### src/design/cmp_consts.svh
// Register map, field positions, reset values and timing counts of the comparator block.
`ifndef CMP_CONSTS_SVH
`define CMP_CONSTS_SVH

// ==========================================================
// Bus widths
`define ADDR_W        8
`define DATA_W        8

// ==========================================================
// Register addresses
`define CTRL_ADDR     8'h9b
`define MODE_ADDR     8'h9d
`define MASK_ADDR     8'h9e
`define STAT_ADDR     8'h9f

// ==========================================================
// Control register fields
`define CTRL_EN_BIT   7
`define CTRL_RES_BIT  6
`define CTRL_RISE_BIT 5
`define CTRL_FALL_BIT 4
`define CTRL_POSH_LSB 2
`define CTRL_NEGH_LSB 0
`define HYST_W        2
`define MODE_W        2

// ==========================================================
// Flag layout of status and mask registers
`define FLAG_W        2
`define FLAG_RISE     0
`define FLAG_FALL     1

// ==========================================================
// Reset values and timing
`define CTRL_RESET    8'h00
`define MODE_RESET    2'h0
`define MASK_RESET    2'h0
`define SYNC_STAGES   2

`endif

### src/design/cmp_pkg.sv
// Types shared by the comparator control block.
`include "cmp_consts.svh"

package cmp_pkg;

  // ==========================================================
  // Hysteresis settings driven to the analog core
  typedef enum logic [`HYST_W-1:0] {
    HYST_OFF  = 2'b00,
    HYST_5MV  = 2'b01,
    HYST_10MV = 2'b10,
    HYST_20MV = 2'b11
  } hyst_type;

  // ==========================================================
  // One cycle of the register port
  typedef struct packed {
    logic              wr;
    logic              rd;
    logic [`ADDR_W-1:0] addr;
    logic [`DATA_W-1:0] wdata;
  } bus_req_type;

  // ==========================================================
  // Settings forwarded to the analog comparator
  typedef struct packed {
    logic              power_on;
    hyst_type          pos_hyst_sel;
    hyst_type          neg_hyst_sel;
    logic [`MODE_W-1:0] resp_mode;
  } analog_cfg_type;

endpackage

### src/design/edge_sync.sv
// Two-stage synchroniser that brings the raw comparator result into the clock domain.
`include "cmp_consts.svh"

module edge_sync (
  // Clock and reset.
  input  logic clk,
  input  logic rst_n,
  // Asynchronous level in, synchronous level out.
  input  logic async_in,
  output logic sync_out
);

  logic [`SYNC_STAGES-1:0] stage_r;
  logic [`SYNC_STAGES-1:0] stage_nxt;

  // ==========================================================
  // Shift chain; each stage only feeds the next one.
  assign stage_nxt[0] = async_in;
  for (genvar i = 1; i < `SYNC_STAGES; i++) begin : g_stage
    assign stage_nxt[i] = stage_r[i-1];
  end

  // Stages clear on reset and shift on every edge.
  always_ff @(posedge clk or negedge rst_n) begin
    if (!rst_n) begin
      stage_r <= '0;
    end else begin
      stage_r <= stage_nxt;
    end
  end

  assign sync_out = stage_r[`SYNC_STAGES-1];

endmodule

### src/design/comparator_edge_control.sv
// Comparator control: enable, hysteresis, response mode, edge flags, interrupt, outputs.
//
// Design decisions made here: the address-and-strobe port and the placing of the registers.
`include "cmp_consts.svh"

module comparator_edge_control (
  // Clock and reset.
  input  logic                    clk,
  input  logic                    rst_n,
  // Register port.
  input  cmp_pkg::bus_req_type    bus_req,
  output logic [`DATA_W-1:0]      rd_data,
  // Analog comparator core.
  input  logic                    comp_analog,
  output cmp_pkg::analog_cfg_type analog_cfg,
  // Pin crossbar and reset logic.
  output logic                    latched_compare_out,
  output logic                    raw_compare_out,
  output logic                    reset_src_out,
  // Interrupt request.
  output logic                    irq
);
  import cmp_pkg::*;

  // ==========================================================
  // Declarations
  analog_cfg_type      cfg_r;
  analog_cfg_type      cfg_nxt;
  logic [`FLAG_W-1:0]  flags_r;
  logic [`FLAG_W-1:0]  flags_nxt;
  logic [`FLAG_W-1:0]  mask_r;
  logic [`FLAG_W-1:0]  mask_nxt;
  logic [`FLAG_W-1:0]  edge_hit;
  logic [`DATA_W-1:0]  rd_r;
  logic [`DATA_W-1:0]  rd_nxt;
  logic                latched_r;
  logic                latched_nxt;
  logic                rst_src_r;
  logic                prev_r;
  logic                irq_r;
  logic                irq_nxt;
  logic                sync_q;
  logic                wr_ctrl;
  logic                wr_mode;
  logic                wr_mask;
  logic                wr_stat;
  logic                rd_ctrl;

  // Address match used by the write strobes and rd_ctrl; the read data mux decodes by case.
  function automatic logic reg_hit(input logic [`ADDR_W-1:0] addr,
                                   input logic [`ADDR_W-1:0] base);
    return addr == base;
  endfunction

  // ==========================================================
  // Register port decode
  assign wr_ctrl = bus_req.wr && reg_hit(bus_req.addr, `CTRL_ADDR);
  assign wr_mode = bus_req.wr && reg_hit(bus_req.addr, `MODE_ADDR);
  assign wr_mask = bus_req.wr && reg_hit(bus_req.addr, `MASK_ADDR);
  assign wr_stat = bus_req.wr && reg_hit(bus_req.addr, `STAT_ADDR);
  assign rd_ctrl = bus_req.rd && reg_hit(bus_req.addr, `CTRL_ADDR);

  // ==========================================================
  // Synchronised result and edge detection
  // two-stage synchroniser
  edge_sync u_sync (
    .clk      (clk),
    .rst_n    (rst_n),
    .async_in (comp_analog),
    .sync_out (sync_q)
  );

  // Edges count only while the comparator is powered, so a disabled core cannot flag.
  always_comb begin
    edge_hit             = '0;
    edge_hit[`FLAG_RISE] = cfg_r.power_on && sync_q && !prev_r;
    edge_hit[`FLAG_FALL] = cfg_r.power_on && !sync_q && prev_r;
  end

  // ==========================================================
  // Configuration registers
  always_comb begin
    cfg_nxt  = cfg_r;
    mask_nxt = mask_r;
    if (wr_ctrl) begin
      cfg_nxt.power_on     = bus_req.wdata[`CTRL_EN_BIT];
      cfg_nxt.pos_hyst_sel = hyst_type'(bus_req.wdata[`CTRL_POSH_LSB +: `HYST_W]);
      cfg_nxt.neg_hyst_sel = hyst_type'(bus_req.wdata[`CTRL_NEGH_LSB +: `HYST_W]);
    end
    if (wr_mode) begin
      cfg_nxt.resp_mode = bus_req.wdata[`MODE_W-1:0];
    end
    if (wr_mask) begin
      mask_nxt = bus_req.wdata[`FLAG_W-1:0];
    end
  end

  // hysteresis and mode held for the core
  always_ff @(posedge clk or negedge rst_n) begin
    if (!rst_n) begin
      cfg_r  <= analog_cfg_type'({1'b0, HYST_OFF, HYST_OFF, `MODE_RESET});
      mask_r <= `MASK_RESET;
    end else begin
      cfg_r  <= cfg_nxt;
      mask_r <= mask_nxt;
    end
  end

  // ==========================================================
  // Sticky edge flags
  // Control writes load the flag bits, status writes clear where a one is written.
  // An edge in the same cycle as a clear still sets the flag.
  always_comb begin
    flags_nxt = flags_r;
    for (int i = 0; i < `FLAG_W; i++) begin
      if (wr_ctrl) begin
        flags_nxt[i] = bus_req.wdata[`CTRL_RISE_BIT - i];
      end else if (wr_stat && bus_req.wdata[i]) begin
        flags_nxt[i] = 1'b0;
      end
      if (edge_hit[i]) begin
        flags_nxt[i] = 1'b1;
      end
    end
  end

  assign irq_nxt = |(flags_nxt & mask_nxt);

  // Flags and interrupt level register together so they never disagree.
  always_ff @(posedge clk or negedge rst_n) begin
    if (!rst_n) begin
      flags_r <= '0;
      irq_r   <= 1'b0;
    end else begin
      flags_r <= flags_nxt;
      irq_r   <= irq_nxt;
    end
  end

  // ==========================================================
  // Latched output and reset source
  // latched copy forced low when off
  assign latched_nxt = sync_q && cfg_r.power_on;

  always_ff @(posedge clk or negedge rst_n) begin
    if (!rst_n) begin
      latched_r <= 1'b0;
      rst_src_r <= 1'b0;
      prev_r    <= 1'b0;
    end else begin
      latched_r <= latched_nxt;
      rst_src_r <= latched_nxt;
      prev_r    <= sync_q;
    end
  end

  // ==========================================================
  // Read data, valid in the cycle after the read strobe only
  always_comb begin
    rd_nxt = '0;
    if (bus_req.rd) begin
      case (bus_req.addr)
        `CTRL_ADDR: begin
          rd_nxt[`CTRL_EN_BIT]                  = cfg_r.power_on;
          rd_nxt[`CTRL_RES_BIT]                 = latched_r;
          rd_nxt[`CTRL_RISE_BIT]                = flags_r[`FLAG_RISE];
          rd_nxt[`CTRL_FALL_BIT]                = flags_r[`FLAG_FALL];
          rd_nxt[`CTRL_POSH_LSB +: `HYST_W]     = cfg_r.pos_hyst_sel;
          rd_nxt[`CTRL_NEGH_LSB +: `HYST_W]     = cfg_r.neg_hyst_sel;
        end
        `MODE_ADDR: begin
          rd_nxt[`MODE_W-1:0] = cfg_r.resp_mode;
        end
        `MASK_ADDR: begin
          rd_nxt[`FLAG_W-1:0] = mask_r;
        end
        `STAT_ADDR: begin
          rd_nxt[`FLAG_W-1:0] = flags_r;
        end
        default: begin
          rd_nxt = '0;
        end
      endcase
    end
  end

  // Read data register.
  always_ff @(posedge clk or negedge rst_n) begin
    if (!rst_n) begin
      rd_r <= '0;
    end else begin
      rd_r <= rd_nxt;
    end
  end

  // ==========================================================
  // Outputs
  assign rd_data             = rd_r;
  assign analog_cfg          = cfg_r;
  assign latched_compare_out = latched_r;
  assign reset_src_out       = rst_src_r;
  assign irq                 = irq_r;
  // unclocked raw path gated by enable
  assign raw_compare_out     = comp_analog && cfg_r.power_on;

  // ==========================================================
  // Assertions
  raw_gate_a: assert property (
    @(posedge clk) disable iff (!rst_n)
    !cfg_r.power_on |-> !raw_compare_out && !analog_cfg.power_on)
    else $error("Raw output or core power active while disabled.");

  raw_follow_a: assert property (
    @(posedge clk) disable iff (!rst_n)
    cfg_r.power_on |-> raw_compare_out == comp_analog)
    else $error("Raw output does not follow the analog result.");

  latched_off_a: assert property (
    @(posedge clk) disable iff (!rst_n)
    !cfg_r.power_on |=> !latched_compare_out)
    else $error("Latched output high after a disabled cycle.");

  sync_delay_a: assert property (
    @(posedge clk) disable iff (!rst_n)
    cfg_r.power_on ##1 cfg_r.power_on ##1 cfg_r.power_on
      |=> latched_compare_out == $past(comp_analog, 3))
    else $error("Latched output not three cycles behind the analog result.");

  rise_set_a: assert property (
    @(posedge clk) disable iff (!rst_n)
    $rose(sync_q) && cfg_r.power_on |=> flags_r[`FLAG_RISE])
    else $error("Rising edge did not set the rising flag.");

  fall_set_a: assert property (
    @(posedge clk) disable iff (!rst_n)
    $fell(sync_q) && cfg_r.power_on |=> flags_r[`FLAG_FALL])
    else $error("Falling edge did not set the falling flag.");

  flag_sticky_a: assert property (
    @(posedge clk) disable iff (!rst_n)
    flags_r[`FLAG_RISE] && !wr_ctrl && !wr_stat |=> flags_r[`FLAG_RISE])
    else $error("Rising flag cleared without a software write.");

  irq_cause_a: assert property (
    @(posedge clk) disable iff (!rst_n)
    irq |-> (flags_r[`FLAG_RISE] && mask_r[`FLAG_RISE])
         || (flags_r[`FLAG_FALL] && mask_r[`FLAG_FALL]))
    else $error("Interrupt raised without an unmasked flag.");

  result_read_a: assert property (
    @(posedge clk) disable iff (!rst_n)
    rd_ctrl |=> rd_data[`CTRL_RES_BIT] == $past(latched_compare_out)
             && $stable(flags_r) || $past(edge_hit) != '0)
    else $error("Result bit read wrong or disturbed the flags.");

  enable_write_a: assert property (
    @(posedge clk) disable iff (!rst_n)
    wr_ctrl |=> analog_cfg.power_on == $past(bus_req.wdata[`CTRL_EN_BIT]))
    else $error("Enable bit not taken from the control write.");

  hyst_write_a: assert property (
    @(posedge clk) disable iff (!rst_n)
    wr_ctrl |=> {analog_cfg.pos_hyst_sel, analog_cfg.neg_hyst_sel}
             == $past(bus_req.wdata[3:0]))
    else $error("Hysteresis fields not taken from bits three to zero.");

  mode_write_a: assert property (
    @(posedge clk) disable iff (!rst_n)
    wr_mode |=> analog_cfg.resp_mode == $past(bus_req.wdata[`MODE_W-1:0]))
    else $error("Response mode not forwarded after a mode write.");

  fall_sticky_a: assert property (
    @(posedge clk) disable iff (!rst_n)
    flags_r[`FLAG_FALL] && !wr_ctrl && !wr_stat |=> flags_r[`FLAG_FALL])
    else $error("Falling flag cleared without a software write.");

  irq_level_a: assert property (
    @(posedge clk) disable iff (!rst_n)
    (flags_r[`FLAG_RISE] && mask_r[`FLAG_RISE])
      || (flags_r[`FLAG_FALL] && mask_r[`FLAG_FALL]) |-> irq)
    else $error("Unmasked flag set but no interrupt raised.");

  reset_src_a: assert property (
    @(posedge clk) disable iff (!rst_n)
    reset_src_out == latched_compare_out)
    else $error("Reset source copy differs from the latched output.");

endmodule

### config.mk
export PLATFORM = sky130hd
export DESIGN_NAME = comparator_edge_control
export DESIGN_NICKNAME = d
export VERILOG_FILES = /design/src/design/cmp_pkg.sv /design/src/design/edge_sync.sv /design/src/design/comparator_edge_control.sv
export VERILOG_INCLUDE_DIRS = /design/src /design/src/design
export SDC_FILE = /design/constraint.sdc
export NUM_CORES = 1
export LEC_CHECK = 0
export ABC_CLOCK_PERIOD_IN_PS = 2300
export BUFFER_PORTS_ARGS = -buffer_cell sky130_fd_sc_hd__buf_2
export CAP_MARGIN = 20
export CORE_ASPECT_RATIO = 1.2
export CORE_MARGIN = 10
export CORE_UTILIZATION = 51
export DETAILED_ROUTE_END_ITERATION = 10
export PLACE_DENSITY = 0.87
export SLEW_MARGIN = 25
export SYNTH_ARGS = -nofsm -noshare
export SYNTH_HDL_FRONTEND = slang
export SYNTH_HIERARCHICAL = 1
export SYNTH_SLANG_ARGS = --single-unit
### constraint.sdc
create_clock -name clk -period 2.3 [get_ports clk]
set_input_delay 0.23 -clock clk [delete_from_list [all_inputs] [get_ports clk]]
set_output_delay 0.23 -clock clk [all_outputs]
set_load 0.05 [all_outputs]
==> flow_summary.yaml <==
outcome:
  status: "completed"
global_routing:
  grt_pass1_wl_mm: 3.81
  grt_usage: 0.114
  overflow: 0
  antenna_found_initial: 0
  grt_max_degree: 25
  grt_pass1_vias: 884
die:
  num_rows: 18
  start_util: 0.525
  fp.dieW_um: 61.7
  die_h_um: 70.0
  io_pins: 40
  fp.coreArea_um2: 2030
  dieArea_um2: 4320
route:
  first_iter_violations: 19
  wl_met3_um: 121
  vias: 766
  wl_met2_mm: 1.43
  top_layer: "met4"
  wl_per_cell_um: 16.7
  drc: 0
  final_antenna_net_count: 0
  dr.pass1.iters: 4
  wirelength_mm: 2.36
  wl_met1_um: 775
  via_per_inst: 5.43
synth:
  synthArstFlopShare: 1.00
  syn_avg_cell_area_um2: 13.1
  synth.net_count: 102
  synth_cell_types: 28
  synth-edff-count: 0
  synth-main-ff-cell: "dfrtp_1"
  ys.warnings.count: 6
  postSynthCellCount: 81
  seq_area_frac_synth: 0.565
  synth-seq-cells: 24
  synthesis.area_um2: 1060
clock_network:
  clk_latency_ps: 320
  cts.sinks: 24
  path_clk_slew_ps: 120
  numCtsBuffers: 3
  cts-root-buf: "clkbuf_4"
  cts-resized-gates: 0
  cts_buffer_depth: 2
  cts-htree-levels: 1
  tritoncts: "done"
power:
  p_leak_nw: 0.685
  pwr_density_cell_nw_per_um2: 615
  ir_worst_vdd_mv: 0.472
timing:
  rsz0062_at_grt: "false"
  setup_viol: 0
  hold_viol: 0
  period_share: 0.604
  finalSetupTns_ps: 0
  finalMaxSlewViolations: 0
  clock_skew_ps: 5.45
  fin_crit_ps: 1390
  fmax_mhz: 719
  worst_pin_slew_ps: 497
  relSlewSlack: 0.666
  fin_hold_ws_ps: 21.6
worst_hold_path:
  hold_class: "in2reg"
cells_and_area:
  final_net_count: 143
  layout_common_cells: "38 x buf_2, 24 x dfrtp_1, 9 x mux2_2, 7 x and2_1, 5 x nand2_1"
  syn2layout_area_growth_pct: 22.9
  final_common_cell: "buf_2"
  stdcell_count: 141
  stdcell_area_um2: 1310
  final_layout_size_suffix_gt1_frac: 0.488
  num_antenna_cells: 0
worst_setup_path:
  crit_buf_inv: 1
  crit_path_start_kind: "flop"
  worst-path-max-fanout: 6
  slowest_stage: "dfrtp_1"
  cp_slowest_stage_delay_ps: 440
  critPathKind: "reg2out"
  cp_data_required_time_ps: 2070
  end_kind: "primary output"
  critPathTopFamily: "flip-flops"
  cp_cell_sequence: "and2_1 > buf_2"
  cp.arrival_ps: 1160
job:
  drv_cap: 0
placement:
  hpwl_mm: 1.91
  io_buffers: 38
  placed_area_um2: 1260
  dp.cells: 136
  gp_congestion: 0.803
==> cells by family after synthesis <==
family,count (synthesis),share of synthesized area
and+or+nand+nor,33,0.228
DFF,24,0.565
muxes,11,0.114
AOI/OAI and AO/OA,7,0.0600
buffers and inverters,5,0.0235
adders and majority gates,1,0.00941
==> power by group <==
part	switching, mW	internal (mW)
registers	0.0162	0.444
logic	0.0748	0.0477
clock network	0.126	0.0969
total	0.216	0.588
==> per-stage QoR <==
step / setup slack [ps] / power (mW) / util
4_1_cts: 903 / 0.804 / 0.645
6_report: 910 / 0.805 / 0.645
3_5_place_dp: 650 / 0.590 / 0.622
3_3_place_gp: 669 / 0.583 / 0.622
5_1_grt: 822 / 0.837 / 0.645
2_1_floorplan: 858 / 0.540 / -
==> final timing paths <==
path                                         from                end  slack, ps  cells after the start
worst max-delay path                analog_cfg[6]    raw_compare_out        910                      2
worst min-delay path                  comp_analog  u_sync/stage_r[0]         20                      1
worst max register to register      analog_cfg[6]                irq       1060                      3
worst min register to register  u_sync/stage_r[0]  u_sync/stage_r[1]        370                      0
max in group asynchronous                   rst_n  u_sync/stage_r[0]       1560                      2
min in group asynchronous                   rst_n         rd_data[4]        410                      2
==> repair_timing <==
item,4_1_cts,5_1_grt
endpoints found under the setup margin,0,0
hold buffers,1,0
setup buffers,0,0
hold endpoints to repair,24,0
==> cell type report <==
class / instances / area [µm²]
Sequential cell: 24 / 601
Multi-Input combinational cell: 52 / 438
Inverter: 2 / 7.51
Tap cell: 20 / 25.0
Clock buffer: 4 / 36.3
Timing Repair Buffer: 39 / 200
Fill cell: 160 / 719
==> routing by layer <==
metal	global-route usage	up-vias
li1	-	372
met1	0.101	374
met2	0.219	17
met3	0.0199	3
met4	0.0672	0
met5	0	-
==> state kept, by name, summed over array words and instances (netlist names) <==
register        count
analog_cfg          7
flags_r             2
irq                 1
mask_r              2
prev_r              1
rd_data             8
reset_src_out       1
u_sync/stage_r      2
==> cell usage after synthesis (2+ instances only) <==
master    count  area [µm²]
dfrtp_1      24         601
mux2_2        9         101
and2_1        7        43.8
nand2_1       5        18.8
nand3_1       4        20.0
nor2_1        3        11.3
a221o_2       2        22.5
a22oi_1       2        15.0
inv_1         2        7.51
mux2i_1       2        20.0
nand2b_1      2        12.5
nor2b_1       2        12.5
o22a_1        2        17.5
(Power assumes the default switching activity.)
